--- config.mk ---
export PLATFORM = sky130hd
export DESIGN_NAME = config_word_field_decode
export DESIGN_NICKNAME = d
export VERILOG_FILES = /design/src/cfg_decode_pkg.sv /design/src/config_word_field_decode.sv /design/src/wdt_divider.sv
export SDC_FILE = /design/constraint.sdc
export NUM_CORES = 1
export LEC_CHECK = 0
export BUFFER_PORTS_ARGS = -buffer_cell sky130_fd_sc_hd__buf_2
export CAP_MARGIN = 15
export CORE_UTILIZATION = 45
export CTS_CLUSTER_SIZE = 20
export DETAILED_ROUTE_END_ITERATION = 6
export GPL_TIMING_DRIVEN = 0
export HOLD_SLACK_MARGIN = 0.02
export PLACE_DENSITY = 0.72
export SYNTH_ARGS = -nofsm -noshare
export SYNTH_HDL_FRONTEND = slang
export SYNTH_SLANG_ARGS = --single-unit
export TNS_END_PERCENT = 5
--- constraint.sdc ---
create_clock -name clk -period 3.7 [get_ports clk]
set_input_delay 0.185 -clock clk [delete_from_list [all_inputs] [get_ports clk]]
set_output_delay 0.185 -clock clk [all_outputs]
set_load 0.05 [all_outputs]
--- src/cfg_decode_pkg.sv ---
package cfg_decode_pkg;

  // ----------------------------------------------------------------
  // Configuration word layout
  // ----------------------------------------------------------------
  localparam int CFG_WIDTH          = 16;
  localparam int POS_POST           = 0;   // 4-bit postscale code
  localparam int POS_PRE            = 4;
  localparam int POS_PLLWAIT        = 5;
  localparam int POS_I2CSEL         = 6;
  localparam int POS_DBG            = 7;   // 2-bit debug channel
  localparam int POS_PWMOWN         = 9;
  localparam int POS_HIGH_POL       = 10;
  localparam int POS_LOW_POL        = 11;
  localparam logic [15:0] CFG_RESET = 16'hffff;

  // ----------------------------------------------------------------
  // Watchdog and register map
  // ----------------------------------------------------------------
  localparam int  PRE_SMALL         = 32;
  localparam int  PRE_LARGE         = 128;
  localparam int  POST_CODE_MAX     = 15;
  localparam int  OSC_HZ            = 32000;
  localparam int  BASE_MS_SMALL     = 1;
  localparam int  BASE_MS_LARGE     = 4;
  localparam logic [3:0] ADDR_CFG   = 4'h0;
  localparam logic [3:0] ADDR_STAT  = 4'h4;
  localparam logic [3:0] ADDR_LCNT  = 4'h8;

  typedef enum logic [1:0] {
    DBG_RESERVED = 2'h0,
    DBG_PAIR3    = 2'h1,
    DBG_PAIR2    = 2'h2,
    DBG_PAIR1    = 2'h3
  } dbg_sel_t;

  typedef struct packed {
    logic        lowSidePolarity;
    logic        highSidePolarity;
    logic        pwmPinResetOwner;
    dbg_sel_t    debugChannelSelect;
    logic        i2cAlternatePinSelect;
    logic        pllLockWaitEnable;
    logic        wdtPrescaleSelect;
    logic [3:0]  wdtPostscaleSelect;
  } cfg_t;

  typedef enum logic [1:0] {
    SW_IDLE,
    SW_WAIT_LOCK,
    SW_DONE
  } sw_state_t;

endpackage

--- src/config_word_field_decode.sv ---
// What this block does
// - Prescale bit picks divide 128 or 32
// - Postscale ratio is two to code
// - Wait enable holds PLL switch until lock
// - Wait disabled: switch completes without lock
// - I2C select high picks primary pins
// - Debug code 11,10,01 pick pairs one-three
// - Owner one: PWM pins port-controlled, port sets output enables
// - Owner zero: PWM drives pins as outputs
// - High-side polarity one means active high
// - Low-side polarity one means active high
// - Prescaler divides 32 kHz oscillator ticks
//
// Added by the designer: the placing of the registers and the address-and-strobe port.
`timescale 1ns/10ps
`default_nettype none
module config_word_field_decode (
  // Clock and reset
  input  wire logic        clk,
  input  wire logic        arst_n,
  // Configuration memory
  input  wire logic [15:0] cfgWord,
  // Low-power oscillator tick, one cycle per oscillator period
  input  wire logic        oscTick,
  input  wire logic        wdtClear,
  // Clock switch
  input  wire logic        switchReq,
  input  wire logic        switchToPll,
  input  wire logic        pllLocked,
  // Raw PWM drive from the PWM engine, then port output and enables
  input  wire logic [2:0]  pwmHighRaw,
  input  wire logic [2:0]  pwmLowRaw,
  input  wire logic [5:0]  portOut,
  input  wire logic [5:0]  portOe,
  // Register port
  input  wire logic [3:0]  regAddr,
  input  wire logic [31:0] regWdata,
  input  wire logic        regWr,
  input  wire logic        regRd,
  output logic      [31:0] regRdata,
  // Decoded settings
  output cfg_decode_pkg::cfg_t cfgOut,
  output logic             wdtTimeout,
  output logic             switchDone,
  output logic             i2cOnPrimary,
  output logic             i2cOnAlternate,
  output logic [2:0]       debugPairEn,
  output logic             debugCodeBad,
  output logic [5:0]       pwmPinOut,
  output logic [5:0]       pwmPinOe
);

  // ----------------------------------------------------------------
  // Capture of the configuration word
  // ----------------------------------------------------------------
  cfg_decode_pkg::cfg_t cfg_q;
  logic                 loaded_q;

  // Taken once on the first edge after reset release, then frozen so a
  // glitch on the memory bus cannot shift a running setting
  always_ff @(posedge clk or negedge arst_n) begin
    if (!arst_n) begin
      cfg_q    <= cfg_decode_pkg::CFG_RESET[11:0];
      loaded_q <= 1'b0;
    end else if (!loaded_q) begin
      cfg_q    <= cfgWord[11:0];
      loaded_q <= 1'b1;
    end
  end

  assign cfgOut = cfg_q;

  // ----------------------------------------------------------------
  // Watchdog prescaler and postscaler
  // ----------------------------------------------------------------
  logic [21:0] preLimit;
  logic [21:0] postLimit;
  logic        preTick;
  logic        postTick;
  logic        wdtClr;

  // Prescale limit is ratio minus one
  assign preLimit = cfg_q.wdtPrescaleSelect
                  ? 22'(cfg_decode_pkg::PRE_LARGE - 1)
                  : 22'(cfg_decode_pkg::PRE_SMALL - 1);
  // Postscale ratio is 2**code, so limit is that minus one
  assign postLimit = (22'h1 << cfg_q.wdtPostscaleSelect) - 22'h1;
  // Counts restart on a clear or a completed clock switch
  assign wdtClr = wdtClear | switchDone | !loaded_q;

  wdt_divider #(.WIDTH(22)) uPre (
    .clk    (clk),
    .arst_n (arst_n),
    .tickIn (oscTick),
    .clear  (wdtClr),
    .limit  (preLimit),
    .tickOut(preTick)
  );

  wdt_divider #(.WIDTH(22)) uPost (
    .clk    (clk),
    .arst_n (arst_n),
    .tickIn (preTick),
    .clear  (wdtClr),
    .limit  (postLimit),
    .tickOut(postTick)
  );

  // Timeout is sticky until cleared; a new tick wins over the clear
  always_ff @(posedge clk or negedge arst_n) begin
    if (!arst_n) begin
      wdtTimeout <= 1'b0;
    end else if (postTick) begin
      wdtTimeout <= 1'b1;
    end else if (wdtClear) begin
      wdtTimeout <= 1'b0;
    end
  end

  // ----------------------------------------------------------------
  // Clock switch sequencing
  // ----------------------------------------------------------------
  cfg_decode_pkg::sw_state_t swState_q;

  // A switch toward the PLL may stall for lock; others finish at once
  always_ff @(posedge clk or negedge arst_n) begin
    if (!arst_n) begin
      swState_q <= cfg_decode_pkg::SW_IDLE;
    end else begin
      unique case (swState_q)
        cfg_decode_pkg::SW_IDLE: begin
          if (switchReq && loaded_q) begin
            if (switchToPll && cfg_q.pllLockWaitEnable && !pllLocked)
              swState_q <= cfg_decode_pkg::SW_WAIT_LOCK;
            else
              swState_q <= cfg_decode_pkg::SW_DONE;
          end
        end
        cfg_decode_pkg::SW_WAIT_LOCK: begin
          if (pllLocked)
            swState_q <= cfg_decode_pkg::SW_DONE;
        end
        cfg_decode_pkg::SW_DONE: begin
          swState_q <= cfg_decode_pkg::SW_IDLE;
        end
        default: swState_q <= cfg_decode_pkg::SW_IDLE;
      endcase
    end
  end

  assign switchDone = (swState_q == cfg_decode_pkg::SW_DONE);

  // ----------------------------------------------------------------
  // Pin routing
  // ----------------------------------------------------------------
  // I2C pin pair choice
  always_ff @(posedge clk or negedge arst_n) begin
    if (!arst_n) begin
      i2cOnPrimary   <= 1'b0;
      i2cOnAlternate <= 1'b0;
    end else begin
      i2cOnPrimary   <= loaded_q & cfg_q.i2cAlternatePinSelect;
      i2cOnAlternate <= loaded_q & !cfg_q.i2cAlternatePinSelect;
    end
  end

  // Debug pair one-hot; reserved code enables nothing and is flagged,
  // since the programmer is trusted never to write it
  always_ff @(posedge clk or negedge arst_n) begin
    if (!arst_n) begin
      debugPairEn  <= 3'h0;
      debugCodeBad <= 1'b0;
    end else begin
      debugPairEn  <= 3'h0;
      debugCodeBad <= 1'b0;
      if (loaded_q) begin
        unique case (cfg_q.debugChannelSelect)
          cfg_decode_pkg::DBG_PAIR1:    debugPairEn <= 3'h1;
          cfg_decode_pkg::DBG_PAIR2:    debugPairEn <= 3'h2;
          cfg_decode_pkg::DBG_PAIR3:    debugPairEn <= 3'h4;
          cfg_decode_pkg::DBG_RESERVED: debugCodeBad <= 1'b1;
        endcase
      end
    end
  end

  // ----------------------------------------------------------------
  // PWM pin ownership and polarity
  // ----------------------------------------------------------------
  logic [5:0] pwmActive;
  logic [5:0] polInvert;

  // Active-high keeps raw level, active-low inverts it
  assign pwmActive = {pwmHighRaw, pwmLowRaw};
  assign polInvert = {{3{!cfg_q.highSidePolarity}},
                      {3{!cfg_q.lowSidePolarity}}};

  // Pins sit tristated during reset and until the word is taken; then the owner bit decides
  always_ff @(posedge clk or negedge arst_n) begin
    if (!arst_n) begin
      pwmPinOut <= 6'h00;
      pwmPinOe  <= 6'h00;
    end else if (!loaded_q) begin
      pwmPinOut <= 6'h00;
      pwmPinOe  <= 6'h00;
    end else if (cfg_q.pwmPinResetOwner) begin
      pwmPinOut <= portOut;
      pwmPinOe  <= portOe;
    end else begin
      pwmPinOut <= pwmActive ^ polInvert;
      pwmPinOe  <= 6'h3f;
    end
  end

  // ----------------------------------------------------------------
  // Register port
  // ----------------------------------------------------------------
  logic [15:0] lockWaitCnt_q;

  // Cycles spent waiting for PLL lock, saturating; a write to ADDR_LCNT clears it except during the wait
  always_ff @(posedge clk or negedge arst_n) begin
    if (!arst_n) begin
      lockWaitCnt_q <= 16'h0000;
    end else if (swState_q == cfg_decode_pkg::SW_WAIT_LOCK) begin
      if (lockWaitCnt_q != 16'hffff)
        lockWaitCnt_q <= lockWaitCnt_q + 16'h0001;
    end else if (regWr && regAddr == cfg_decode_pkg::ADDR_LCNT) begin
      lockWaitCnt_q <= 16'h0000;
    end
  end

  // Read data valid the cycle after the strobe only; unmapped reads zero
  always_ff @(posedge clk or negedge arst_n) begin
    if (!arst_n) begin
      regRdata <= 32'h0000_0000;
    end else begin
      regRdata <= 32'h0000_0000;
      if (regRd) begin
        unique case (regAddr)
          cfg_decode_pkg::ADDR_CFG:  regRdata <= {20'h00000, cfg_q};
          cfg_decode_pkg::ADDR_STAT: regRdata <= {25'h0000000,
              debugCodeBad, wdtTimeout, i2cOnPrimary, swState_q,
              pllLocked, loaded_q};
          cfg_decode_pkg::ADDR_LCNT: regRdata <= {16'h0000, lockWaitCnt_q};
          default:                   regRdata <= 32'h0000_0000;
        endcase
      end
    end
  end

  // ----------------------------------------------------------------
  // Assertions
  // ----------------------------------------------------------------
  property p_prescale;
    @(posedge clk) disable iff (!arst_n)
      loaded_q |-> preLimit == (cfg_q.wdtPrescaleSelect ? 22'h7f : 22'h1f);
  endproperty
  a_prescale: assert property (p_prescale)
    else $error("prescale limit wrong");

  property p_postscale;
    @(posedge clk) disable iff (!arst_n)
      (cfg_q.wdtPostscaleSelect == 4'hf) |-> postLimit == 22'h7fff;
  endproperty
  a_postscale: assert property (p_postscale)
    else $error("postscale limit wrong");

  property p_lock_wait;
    @(posedge clk) disable iff (!arst_n)
      (swState_q == cfg_decode_pkg::SW_WAIT_LOCK && !pllLocked)
        |=> !switchDone;
  endproperty
  a_lock_wait: assert property (p_lock_wait)
    else $error("switch finished without lock");

  property p_no_wait;
    @(posedge clk) disable iff (!arst_n)
      (swState_q == cfg_decode_pkg::SW_IDLE && switchReq && loaded_q &&
       !cfg_q.pllLockWaitEnable) |=> switchDone;
  endproperty
  a_no_wait: assert property (p_no_wait)
    else $error("switch stalled with wait disabled");

  property p_i2c;
    @(posedge clk) disable iff (!arst_n)
      loaded_q ##1 1'b1 |-> i2cOnPrimary == $past(cfg_q.i2cAlternatePinSelect)
                            && i2cOnAlternate != i2cOnPrimary;
  endproperty
  a_i2c: assert property (p_i2c)
    else $error("i2c routing wrong");

  property p_debug;
    @(posedge clk) disable iff (!arst_n)
      $past(loaded_q) && $past(cfg_q.debugChannelSelect) == 2'h3
        |-> debugPairEn == 3'h1;
  endproperty
  a_debug: assert property (p_debug)
    else $error("debug pair one not chosen");

  property p_pwm_port;
    @(posedge clk) disable iff (!arst_n)
      $past(loaded_q) && $past(cfg_q.pwmPinResetOwner)
        |-> pwmPinOe == $past(portOe);
  endproperty
  a_pwm_port: assert property (p_pwm_port)
    else $error("port does not own pins");

  property p_pwm_drive;
    @(posedge clk) disable iff (!arst_n)
      $past(loaded_q) && !$past(cfg_q.pwmPinResetOwner)
        |-> pwmPinOe == 6'h3f
            && pwmPinOut[5] == ($past(pwmHighRaw[2]) ~^
                                $past(cfg_q.highSidePolarity))
            && pwmPinOut[0] == ($past(pwmLowRaw[0]) ~^
                                $past(cfg_q.lowSidePolarity));
  endproperty
  a_pwm_drive: assert property (p_pwm_drive)
    else $error("pwm drive or polarity wrong");

  // Whole high-side group follows its polarity bit, not just one pin
  property p_high_pol;
    @(posedge clk) disable iff (!arst_n)
      $past(loaded_q) && !$past(cfg_q.pwmPinResetOwner)
        |-> pwmPinOut[5:3] == ($past(cfg_q.highSidePolarity)
                               ? $past(pwmHighRaw) : ~$past(pwmHighRaw));
  endproperty
  a_high_pol: assert property (p_high_pol)
    else $error("high side polarity wrong");

  // Low side is judged apart so a swapped polarity bit shows up
  property p_low_pol;
    @(posedge clk) disable iff (!arst_n)
      $past(loaded_q) && !$past(cfg_q.pwmPinResetOwner)
        |-> pwmPinOut[2:0] == ($past(cfg_q.lowSidePolarity)
                               ? $past(pwmLowRaw) : ~$past(pwmLowRaw));
  endproperty
  a_low_pol: assert property (p_low_pol)
    else $error("low side polarity wrong");

  property p_hold;
    @(posedge clk) disable iff (!arst_n)
      loaded_q |=> $stable(cfg_q);
  endproperty
  a_hold: assert property (p_hold)
    else $error("settings changed while running");

  c_wait: cover property (@(posedge clk) disable iff (!arst_n)
    swState_q == cfg_decode_pkg::SW_WAIT_LOCK ##1 switchDone);
  c_timeout: cover property (@(posedge clk) disable iff (!arst_n)
    $rose(wdtTimeout));
  c_reserved: cover property (@(posedge clk) disable iff (!arst_n)
    debugCodeBad);

endmodule
`default_nettype wire

--- src/wdt_divider.sv ---
`timescale 1ns/10ps
`default_nettype none
module wdt_divider #(
  parameter int WIDTH = 22
) (
  // Clock and reset
  input  wire logic             clk,
  input  wire logic             arst_n,
  // Control
  input  wire logic             tickIn,
  input  wire logic             clear,
  input  wire logic [WIDTH-1:0] limit,
  // Result
  output logic                  tickOut
);

  // Elaboration check: a one-bit count cannot hold a useful limit
  if (WIDTH < 2) begin : gWidthCheck
    $error("wdt_divider width too small");
  end

  logic [WIDTH-1:0] count_q;

  // Counts input ticks; one output tick each limit+1 input ticks
  always_ff @(posedge clk or negedge arst_n) begin
    if (!arst_n) begin
      count_q <= '0;
      tickOut <= 1'b0;
    end else if (clear) begin
      count_q <= '0;
      tickOut <= 1'b0;
    end else begin
      tickOut <= 1'b0;
      if (tickIn) begin
        if (count_q >= limit) begin
          count_q <= '0;
          tickOut <= 1'b1;
        end else begin
          count_q <= count_q + 1'b1;
        end
      end
    end
  end

endmodule
`default_nettype wire

# Yosys cells after proc, flatten, opt, wreduce, memory -nomap -nowiden
# Index checks and enable logic that the tools add are counted.
dict set report word_totals {
  ff_bits 128
  latchBits 0
  ramBits 0
  mem_bits_ro 0
  in_bits 79
  output_inout_bits 64
  wordCells 96
  memories 0
}
dict set report classes {
  n_addsub 4
  mul 0
  n_div 0
  n_lt_le_gt_ge 2
  eq_ne 11
  shifts 1
  mux 32
  bitwise_logic 5
  n_reduce_logical 18
}
# op count
set ops {}
lappend ops {{two-way mux 22 bit} 6}
lappend ops {{two-way mux 16 bit} 4}
lappend ops {{case mux 16 bit (3 select lines)} 1}
lappend ops {{adder 22 x 1 -> 22 bit (second input constant)} 2}
lappend ops {{two-way mux 6 bit} 4}
lappend ops {{greater-or-equal comparator 22 bit} 1}
lappend ops {{greater-or-equal comparator 22 x 7 -> 1 bit} 1}
lappend ops {{<< shifter 1 x 4 -> 22 bit (first input constant)} 1}
lappend ops {{subtractor 22 x 1 -> 22 bit (second input constant)} 1}
lappend ops {{adder 16 x 1 -> 16 bit (second input constant)} 1}
lappend ops {{!= test 16 bit (second input constant)} 1}
lappend ops {{two-way mux 1 bit} 10}
lappend ops {{case mux 3 bit (3 select lines)} 1}
lappend ops {{nonzero test 2 bit} 4}
lappend ops {{two-way mux 7 bit} 1}
lappend ops {{== test 2 bit (second input constant)} 3}
lappend ops {{two-way mux 2 bit} 3}
lappend ops {{bitwise XOR 6 bit} 1}
lappend ops {{zero test 1 bit} 5}
lappend ops {{== test 2 x 1 -> 1 bit (second input constant)} 2}
lappend ops {{== test 4 x 3 -> 1 bit (second input constant)} 1}
lappend ops {{== test 4 bit (second input constant)} 1}
lappend ops {{logical AND 1 bit} 4}
lappend ops {{zero test 2 bit} 2}
lappend ops {{other kinds (8)} 12}

# Depth between registers and ports, before layout
# Gate-level depths: netlist (run 1).
dict set report depth {
  ltp_word 6
  mapped_depth 18
  depth_no_buf 14
}

# Modules after synthesis
# From an unflattened synthesis (run 1), not the netlist that was laid out.
dict set report hier_totals {
  cells_unflattened 770
  hier_area_um2 7254.5
}
# module instances cells_per_inst area_each_um2 seq_area_each_um2
set by_module_without_submodules {}
lappend by_module_without_submodules {wdt_divider 2 220 1966.9 575.6}
lappend by_module_without_submodules {config_word_field_decode 1 330 3320.7 1666.6}

# Worst setup path before layout (run 1)
# OpenSTA, ideal clock, no wires.
dict set report synth_timing {
  kind {reg2reg}
  start {register cfg_q (netlist bit cfgOut[0])}
  end {register uPost.count_q[11]}
  setup_ns 0.134
  t_arrival_ns 3.482
  required_time_ns 3.566
  setup_slack_ns 0.084
  stages_incl_launch_ff 16
  n_path_buf 2
  synth_period_minus_slack_ns 3.616
  path_cell_list {dfstp_2 -> or2_2 -> or3_1 -> ha_1 -> clkbuf_1 -> xor2_1 -> o21a_1 -> ha_1 -> nand4_1 -> nor4_1 -> a222oi_1 -> nor3b_2 -> and2_2 -> buf_6 -> o21ai_0 -> nor2_1}
}
dict set report synth_via {
  elab_chain_len 6
}
# item line
set synth_rtl {}
lappend synth_rtl {{start, declared} config_word_field_decode.sv:56} ;# cfg_decode_pkg::cfg_t cfg_q;
lappend synth_rtl {{start signal, assigned} config_word_field_decode.sv:63} ;# cfg_q <= cfg_decode_pkg::CFG_RESET[11:0];
lappend synth_rtl {{start signal, assigned} config_word_field_decode.sv:66} ;# cfg_q <= cfgWord[11:0];
lappend synth_rtl {{<< shifter 1 x 4 -> 22 bit} config_word_field_decode.sv:87} ;# assign postLimit = (22'h1 << cfg_q.wdtPostscaleSelect) - 22'h1;
lappend synth_rtl {{subtractor 22 x 1 -> 22 bit} config_word_field_decode.sv:87}
lappend synth_rtl {{greater-or-equal comparator 22 bit} wdt_divider.sv:35} ;# if (count_q >= limit) begin
lappend synth_rtl {{two-way mux 22 bit} wdt_divider.sv:35}
lappend synth_rtl {{two-way mux 22 bit} wdt_divider.sv:34} ;# if (tickIn) begin
lappend synth_rtl {{two-way mux 22 bit} wdt_divider.sv:29} ;# end else if (clear) begin
lappend synth_rtl {{end signal, assigned} wdt_divider.sv:39} ;# count_q <= count_q + 1'b1;
lappend synth_rtl {{end, declared} wdt_divider.sv:22} ;# logic [WIDTH-1:0] count_q;
# No other way between the ends. The select of a mux whose other input is x is not followed.
# A chain may end at the register's enable or synchronous reset.

# Final worst setup path (run 1)
dict set report layout_timing {
  start {register cfg_q (netlist bit cfgOut[0])}
  end {register uPost.count_q[12]}
}
# The elaborated chain is that of the path after synthesis.

==> impl_metrics.csv, run 1 <==
group,metric,value,unit
setup_path,crit_buf_inv,1,
clocking,clock_path_buffers,2,
setup_path,worst_r2r_startpoint,"cfgOut[0]",
grt,grt_max_degree,60,
final_layout,nNetsFinal,830,
die,rows,41,
die,die_h,115.9,um
synthesis,postSynthAreaPerCell,9.763,sq um
route,first_pass_iters,5,
synthesis,ys_ff_latch,112,
die,start_util,0.4626,
route,drt-met1-wl,6301,um
pwr,power.density,403.1,nW/um^2
hold_path,min_from,"cfgWord[8]",
setup_path,arrival,3990,ps
timing,hold_violations,0,
grt,grt_usage,0.2155,
grt,grt_pass1_vias,4745,
grt,grt_pass1_wl,22470,um
timing,fin_tns_setup,-7.416,ps
final_layout,layout_commonest_cell,"dfrtp_1",
die,pin_count,143,
synthesis,synth_edf_count,0,
synthesis,postSynthCellCount,598,
synthesis,synthArstFlopShare,1.000,
place,port_buffers,90,
setup_path,rr_worst_depth,14,
synthesis,ys_types,56,
status,violations,"setup timing",
setup_path,start_kind,"flop",
hold_path,whs_path_depth,3,
clocking,clk_pin_slew,80,ps
clocking,cts_buffers,9,
die,dieArea,13430,sq um
route,viasPerCell,5.521,
timing,rsz0062_at_grt,"true",
synthesis,synth-main-ff-cell,"dfrtp_1",
timing,fin_ws,-7.416,ps
setup_path,worstReg2RegEnd,"uPost.count_q[12]",
die,die_x,115.9,um
setup_path,cp.depth,14,
route,routed_wl,14060,um
setup_path,critical_path.cell_chain,"or2_4, or3_4, ha_4, buf_12, xor2_1, o21a_1, ha_1, nand4_1, nor4_4, a222oi_1, nor3b_4, nand4_1, or4_4, a21oi_2",
place,routabilityCongestion,0.8785,
route,top_layer,"met4",
grt,antenna_found_initial,0,
timing,max_freq,269.7,MHz
timing,fin_hold_ws,51.06,ps
route,wire_per_inst,15.62,um
clocking,htreeDepth,3,
final_layout,insertedDiodeCount,0,
timing,slew_viol_final,0,
timing,worstMarginPinSlew,824.8,ps
timing,min_period,3707,ps
timing,period_share,1.002,
hold_path,hold-path-endpoint,"cfgOut[8]",
grt,overflow,0,
setup_path,crit_path_top_delay_cell,"or4_4",
status,outcome,"finished with violations",
route,routed-wl-met3,777,um
final_layout,areaGrowthSynthToFinish,21.11,%
route,routed-wl-met2,6700,um
route,drtAntennaViolNets,0,
clocking,cts_tree,"built",
route,drt-initial-drc-count,363,
final_layout,layout_common_cells,"dfrtp_1 (100), buf_2 (89), nor2_1 (57), nand2_1 (46), and3_1 (29)",
synthesis,yosys_warnings,0,
setup_path,crit_path_frequent_cell,"nand4_1",
clocking,cts-root-buf,"clkbuf_16",
place,dp_slack,-542.3,ps
place,hpwl,10390,um
clocking,cts.sinks,112,
setup_path,crit_path_max_fanout,6,
flow_run,maxCapViolCount,0,
hold_path,hp-class,"primary input to flop",
setup_path,critPathTopFamily,"simple AND/OR/NAND/NOR gates",
die,core,12620,sq um
route,route.detailed.drc,0,
final_layout,drive_gt1_frac,0.2486,
timing,skew,9.017,ps
synthesis,syn_area,5838,sq um
timing,finalSetupViolCount,1,
setup_path,cpPeakStageDelay,530,ps
clocking,clk-insertion-delay-late,350,ps
pwr,p_leak,3.360,nW
final_layout,fin_area,7071,sq um
setup_path,required,3980,ps
setup_path,critPathCaptureType,"flop",
pwr,vdd_drop_max,0.0002422,V
setup_path,critical_path_class,"flop to flop",
timing,maxSlewHeadroom,0.4487,
setup_path,crit_start,"cfgOut[0]",
synthesis,seq_area_frac_synth,0.4826,
setup_path,r2r_slack,-7,ps
place,placed_cell_area,6613,sq um
route,vias,4969,
logic make-up after synthesis:
kind of cell | after synthesis | synth area share
compound gates | 111 | 0.1239
xor+xnor | 24 | 0.03600
fa+ha+maj | 28 | 0.06001
buf+inv | 65 | 0.05465
flops | 112 | 0.4826
mux | 13 | 0.02465
other cells | 2 | 0.001286
simple gates | 243 | 0.2169
metrics by stage:
step                        util  cells  power [W]
after floorplan                -    619   0.001754
after global placement    0.5216    881   0.001902
after global routing      0.5603    900   0.002978
after CTS                 0.5511    899   0.002859
after detailed placement  0.5240    882   0.001923
final                     0.5603    900   0.002850
cell usage after synthesis, types with 3 or more instances:
cell type	count	area share
clkbuf_1	26	0.017
xnor2_1	8	0.012
and2_1	9	0.0096
xor2_1	16	0.024
o21ai_0	28	0.024
a21boi_0	6	0.0077
a31oi_1	7	0.0075
o31ai_1	8	0.010
o311ai_1	3	0.0045
a21oi_1	26	0.022
nand4_1	17	0.018
nor2b_1	3	0.0032
and3_1	29	0.031
dfstp_2	12	0.054
nand2_1	46	0.030
nor2_1	57	0.037
nor3_1	14	0.012
mux2_2	11	0.021
a21o_1	5	0.0064
a22oi_1	5	0.0064
a41oi_1	5	0.0075
dfrtp_1	100	0.43
or3_1	5	0.0054
buf_4	16	0.021
inv_1	21	0.014
nor4_1	11	0.012
and4_1	3	0.0045
a222oi_1	8	0.014
ha_1	28	0.060
nand3_1	28	0.024
worst min-delay path, cell delays in order:
cell	delay (ps)
buf_2	90
inv_1	50
o21ai_0	60
registers in the layout, summed over array words and instances, names as in the netlist:
register	cells
uPost.tickOut	1
swState_q	2
i2cOnPrimary	1
regRdata	16
pwmPinOut	6
uPre.tickOut	1
cfgOut	12
debugCodeBad	1
debugPairEn	3
loaded_q	1
pwmPinOe	6
uPre.count_q	22
uPost.count_q	22
wdtTimeout	1
i2cOnAlternate	1
lockWaitCnt_q	16
how the worst max path moves through the flow:
stage,end
floorplan,uPost.count_q[11]
global placement,uPost.count_q[9]
detailed placement,uPost.count_q[9]
CTS,uPost.count_q[1]
global route,uPost.count_q[12]
finish,uPost.count_q[12]
where the power goes:
group | internal, W | total (W) | switching (W)
combinational | 0.000164 | 0.000510 | 0.000347
clock | 0.000472 | 0.000935 | 0.000463
sequential | 0.00131 | 0.00141 | 0.0000952
total | 0.00195 | 0.00285 | 0.000905
timing repair:
item	4_1_cts	5_1_grt
hold endpoints to repair	50	0
buffers inserted	1	1
pin swaps	0	13
hold buffers	1	0
setup endpoints to repair	23	22
resized for setup	10	25
layer usage:
metal | vias to the layer above | track usage
met3 | 22 | 0.02510
met5 | - | 0
met1 | 2416 | 0.2765
li1 | 2366 | -
met2 | 165 | 0.3663
met4 | 0 | 0.09744
cell type report:
type	count	area (sq um)
tap	172	215.2
clock inverter	7	62.56
clock buffer	9	225.2
sequential	112	2818
timing repair buffer	95	523.0
inverter	21	78.83
multi-input combinational	442	2905
fill	1109	5549
buffer	42	242.7
No activity file was read; power rests on OpenSTA's default activity.
==> run 2: changes to the inputs <==
CELL_PAD_IN_SITES_DETAIL_PLACEMENT = 0   (was default)
CELL_PAD_IN_SITES_GLOBAL_PLACEMENT = 1   (was default)
CORE_UTILIZATION = 37   (was 45)
PLACE_DENSITY = default   (was 0.72)
PLACE_DENSITY_LB_ADDON = 0.1   (was default)
==> impl_metrics.csv, run 2 (same netlist as run 1, synthesis figures left out) <==
group,metric,value,unit
status,outcome,"finished, final reports clean",
place,dp_cells,922,
setup_path,crit_path_top_delay_cell,"or4_4",
clocking,cts_buffers,9,
route,viasPerCell,5.214,
timing,worstMarginPinSlew,901.9,ps
grt,grt_max_degree,61,
route,first_pass_iters,5,
hold_path,hold-path-endpoint,"cfgOut[8]",
die,start_util,0.3812,
final_layout,layout_common_cells,"dfrtp_1 (100), buf_2 (90), nor2_1 (57), nand2_1 (46), and3_1 (29)",
clocking,cts.sinks,112,
setup_path,arrival,3900,ps
clocking,cts_tree,"built",
pwr,power.density,415.9,nW/um^2
flow_run,maxCapViolCount,0,
die,pin_count,143,
setup_path,rr_worst_depth,13,
route,routed_wl,15040,um
clocking,cts-root-buf,"clkbuf_16",
route,drt-initial-drc-count,349,
place,hpwl,10840,um
timing,max_freq,276.0,MHz
timing,fin_hold_ws,43.52,ps
final_layout,largest_registers,"uPost.count_q: 22 flops, uPre.count_q: 22 flops",
final_layout,fin_area,7168,sq um
setup_path,start_kind,"flop",
grt,grtUsageMet3,0.03476,
grt,antenna_found_initial,1,
hold_path,hp-class,"primary input to flop",
setup_path,worstReg2RegEnd,"uPost.count_q[12]",
grt,grt_pass1_wl,24790,um
grt,grt_pass1_vias,4734,
timing,skew,9.490,ps
clocking,clk_pin_slew,80,ps
route,drtAntennaViolNets,0,
grt,grt_usage,0.1931,
place,dp_slack,-529.5,ps
place,placed_cell_area,6670,sq um
route,route.detailed.drc,0,
grt,overflow,0,
timing,min_period,3623,ps
setup_path,critPathCaptureType,"flop",
place,port_buffers,90,
setup_path,critical_path.cell_chain,"or2_4, or3_4, ha_4, xor2_1, o21a_1, ha_1, nand4_1, nor2_1, a222oi_1, nor3b_4, nand4_1, or4_4, a21oi_2",
timing,slew_viol_final,0,
final_layout,insertedDiodeCount,0,
timing,maxSlewHeadroom,0.3971,
final_layout,num-fill-cells,1542,
setup_path,r2r_slack,80,ps
setup_path,worst_r2r_startpoint,"cfgOut[0]",
hold_path,min_from,"cfgWord[8]",
die,die_x,127.6,um
clocking,clk-insertion-delay-late,350,ps
route,vias,4912,
clocking,htreeDepth,3,
grt,met2_usage,0.2951,
final_layout,drive_gt1_frac,0.2462,
final_layout,layout_commonest_cell,"dfrtp_1",
grt,grt_most_used_layer,"met2",
clocking,clock_path_buffers,2,
setup_path,critPathTopFamily,"simple AND/OR/NAND/NOR gates",
hold_path,whs_path_depth,3,
timing,hold_violations,0,
final_layout,areaGrowthSynthToFinish,22.78,%
place,routabilityCongestion,0.7932,
die,dieArea,16290,sq um
final_layout,final_cells,942,
die,core,15310,sq um
setup_path,required,3980,ps
timing,fin_ws,77.00,ps
setup_path,cpPeakStageDelay,530,ps
setup_path,crit_path_max_fanout,6,
timing,rsz0062_at_grt,"true",
final_layout,nNetsFinal,833,
timing,finalSetupViolCount,0,
die,die_h,127.6,um
setup_path,crit_buf_inv,0,
route,wire_per_inst,15.96,um
timing,period_share,0.9792,
pwr,p_leak,3.383,nW
die,rows,45,
grt,grt_use_met1,0.2790,
setup_path,critical_path_class,"flop to flop",
setup_path,crit_path_frequent_cell,"nand4_1",
pwr,vdd_drop_max,0.0002303,V
[run 2: cell count changes in the layout (fill, tap and decap cells not counted), sizes merged]
cell,delta
buf,+4
inv,-2
clkinv,-1
bufinv,+2
[run 2: worst max-delay path by stage]
stage,startpoint,cells past startpoint,end,slack (ps)
detailed placement,cfgOut[1],15,uPost.count_q[13],-530
floorplan,cfgOut[0],15,uPost.count_q[11],80
global route,cfgOut[1],15,uPost.count_q[12],-100
CTS,cfgOut[0],16,uPost.count_q[0],6
finish,cfgOut[0],13,uPost.count_q[12],80
global placement,cfgOut[1],15,uPost.count_q[9],-510
[run 2: area by class of cell]
cell class | instances | area [sq um] | share of cell area
Clock inverter | 6 | 90.09 | 0.01257
Timing Repair Buffer | 98 | 546.8 | 0.07628
Clock buffer | 10 | 229.0 | 0.03194
Multi-Input combinational cell | 442 | 2897 | 0.4041
Sequential cell | 112 | 2818 | 0.3931
Inverter | 21 | 78.83 | 0.01100
Buffer | 42 | 245.2 | 0.03421
Tap cell | 211 | 264.0 | 0.03683
[run 2: timing repair]
action | CTS | global route
hold endpoints to repair | 46 | 0
buffers inserted | 1 | 4
pin swaps | 0 | 12
setup endpoints to repair | 23 | 23
hold buffers | 1 | 0
resized for setup | 9 | 22
[run 2: metal layers]
metal  part of all wire  vias to the layer above  wire (um)
li1                   -                     2369          -
met1               0.49                     2393       7372
met2               0.45                      136       6738
met3              0.051                       12        770
met4             0.0094                        2        142
met5            0.00086                        -         13
[run 2: stage by stage]
stage	util	total power (W)	setup TNS (ps)
finish	0.4681	0.002981	0
global route	0.4681	0.003123	-103.8
CTS	0.4601	0.003020	0
detailed placement	0.4355	0.001926	-7491
global placement	0.4330	0.001909	-6722
floorplan	-	0.001754	0
[run 2: tightest hold or removal path, cell delays in order]
cell     delay [ps]
buf_2           100
inv_1            40
o21ai_0          70
[run 2: report_power, final]
part / switching, W / internal [W]
Combinational: 0.000346 / 0.000163
Clock: 0.000469 / 0.000599
Sequential: 0.0000940 / 0.00131
==> run 3: changes to the inputs <==
SETUP_SLACK_MARGIN = 0.4   (was default)
==> impl_metrics.csv, run 3 (same netlist as run 1, synthesis figures left out) <==
group,metric,value,unit
status,outcome,"finished, final reports clean",
timing,rsz0062_at_grt,"true",
grt,grt_pass1_vias,4580,
timing,fin_ws,116.9,ps
clocking,htreeDepth,3,
timing,max_freq,279.1,MHz
hold_path,hp-class,"primary input to flop",
clocking,clk-insertion-delay-late,350,ps
setup_path,crit_path_max_fanout,9,
final_layout,final_cells,942,
timing,finalSetupViolCount,0,
route,route.detailed.drc,0,
route,viasPerCell,5.118,
timing,maxSlewHeadroom,0.3847,
flow_run,maxCapViolCount,0,
place,dp_cells,921,
die,die_h,127.6,um
pwr,pwr-share-clk,0.344,
pwr,vdd_drop_max,0.0002252,V
pwr,switchingPower,0.0009003,W
clocking,cts.sinks,112,
final_layout,nNetsFinal,833,
route,first_pass_iters,5,
timing,hold_violations,0,
final_layout,largest_registers,"uPost.count_q: 22 flops, uPre.count_q: 22 flops",
grt,antenna_found_initial,0,
die,core,15310,sq um
setup_path,required,3970,ps
pwr,switching_share,0.3096,
timing,worstMarginPinSlew,920.5,ps
grt,grt_max_degree,74,
place,port_buffers,90,
pwr,seq_power_share,0.481,
timing,skew,9.829,ps
setup_path,r2r_slack,120,ps
final_layout,seq_area,2818,sq um
setup_path,crit_start,"cfgOut[1]",
final_layout,layout_common_cells,"dfrtp_1 (100), buf_2 (89), nor2_1 (57), nand2_1 (46), and3_1 (29)",
final_layout,num-fill-cells,1541,
grt,grt_pass1_wl,23830,um
pwr,p_leak,3.357,nW
clocking,cts_buffers,9,
route,routed_wl,14660,um
pwr,power.internal,0.002007,W
pwr,power.density,410.2,nW/um^2
setup_path,arrival,3850,ps
die,dieArea,16290,sq um
die,die_x,127.6,um
grt,grt_usage,0.1874,
clocking,clock_path_buffers,2,
grt,overflow,0,
timing,fin_tns_setup,0,ps
route,wire_per_inst,15.56,um
pwr,pwr-share-comb,0.175,
place,routabilityCongestion,0.8030,
place,hpwl,10830,um
setup_path,critical_path_class,"flop to flop",
timing,min_period,3583,ps
clocking,cts_tree,"built",
setup_path,start_kind,"flop",
clocking,cts-root-buf,"clkbuf_16",
setup_path,rr_worst_depth,15,
final_layout,areaGrowthSynthToFinish,21.43,%
setup_path,crit_end,"uPost.count_q[12]",
die,pin_count,143,
die,rows,45,
setup_path,worstReg2RegEnd,"uPost.count_q[12]",
place,dp_slack,-188.5,ps
setup_path,critPathCaptureType,"flop",
timing,period_share,0.9684,
final_layout,multi_input_area,2834,sq um
clocking,clk_pin_slew,70,ps
route,drtAntennaViolNets,0,
route,drt-initial-drc-count,223,
die,start_util,0.3812,
final_layout,layout_commonest_cell,"dfrtp_1",
final_layout,drive_gt1_frac,0.2339,
timing,slew_viol_final,0,
setup_path,worst_r2r_startpoint,"cfgOut[1]",
route,vias,4821,
final_layout,insertedDiodeCount,0,
==> run 3: per-layer routing <==
| layer | track usage | up-vias | part of all wire |
|---|---|---|---|
| met5 | 0 | - | 0 |
| met2 | 0.3115 | 105 | 0.49 |
| met4 | 0.03529 | 0 | 0.0075 |
| met1 | 0.2526 | 2341 | 0.45 |
| met3 | 0.04104 | 8 | 0.047 |
| li1 | - | 2367 | - |
==> run 3: worst max-delay path, cell delays in order (launching register included) <==
cell	delay, ps
dfstp_2	380
or2_4	260
or3_4	340
ha_2	190
buf_8	130
nor4_2	150
a31oi_1	80
o22a_1	220
ha_1	180
a21oi_1	140
o21ai_1	80
a222oi_1	300
nor3b_4	300
nand4_1	170
or4_1	430
a21oi_1	140
==> run 3: what timing repair did <==
action                     in CTS  in global routing
buffers inserted                2                  0
pin swaps                       3                  5
setup endpoints to repair      23                 23
resized for setup               9                  8
hold buffers                    2                  0
gates cloned                    0                  0
hold endpoints to repair       30                  0
==> run 3: area by class of cell <==
type,count,share of cell area
Buffer,44,0.03706
Tap cell,211,0.03724
Sequential cell,112,0.3975
Inverter,21,0.01112
Timing Repair Buffer,96,0.07395
Multi-Input combinational cell,442,0.3998
Clock buffer,10,0.03230
Clock inverter,6,0.01112
==> run 3: how the worst min path moves through the flow <==
| stage | from | to | slack [ps] | cells after the start |
|---|---|---|---|---|
| final | cfgWord[8] | cfgOut[8] | 50 | 3 |
| after global routing | cfgWord[5] | cfgOut[5] | 40 | 2 |
| after CTS | cfgWord[8] | cfgOut[8] | 40 | 3 |
| after detailed placement | arst_n | uPost.count_q[13] | 130 | 1 |
| after global placement | pllLocked | swState_q[0] | 390 | 2 |
| after floorplan | arst_n | debugCodeBad | -110 | 0 |
==> run 3: stage by stage <==
| step | util | hold slack, ps | power (W) | area (sq um) |
|---|---|---|---|---|
| 2_1_floorplan | - | -110.6 | 0.001758 | 5937 |
| 3_3_place_gp | 0.4343 | 386.0 | 0.001914 | 6651 |
| 3_5_place_dp | 0.4365 | 127.7 | 0.001927 | 6685 |
| 4_1_cts | 0.4614 | 37.64 | 0.002956 | 7067 |
| 5_1_grt | 0.4629 | 39.08 | 0.003058 | 7089 |
| 6_report | 0.4629 | 49.85 | 0.002908 | 7089 |
==> run 3: power groups by stage <==
stage / Sequential (W) / Combinational (W) / Clock [W]
after floorplan: 0.00151 / 0.000250 / 0
after global placement: 0.00142 / 0.000493 / 0
after detailed placement: 0.00142 / 0.000504 / 0
after CTS: 0.00140 / 0.000512 / 0.00104
after global routing: 0.00141 / 0.000559 / 0.00108
final: 0.00140 / 0.000508 / 0.00100
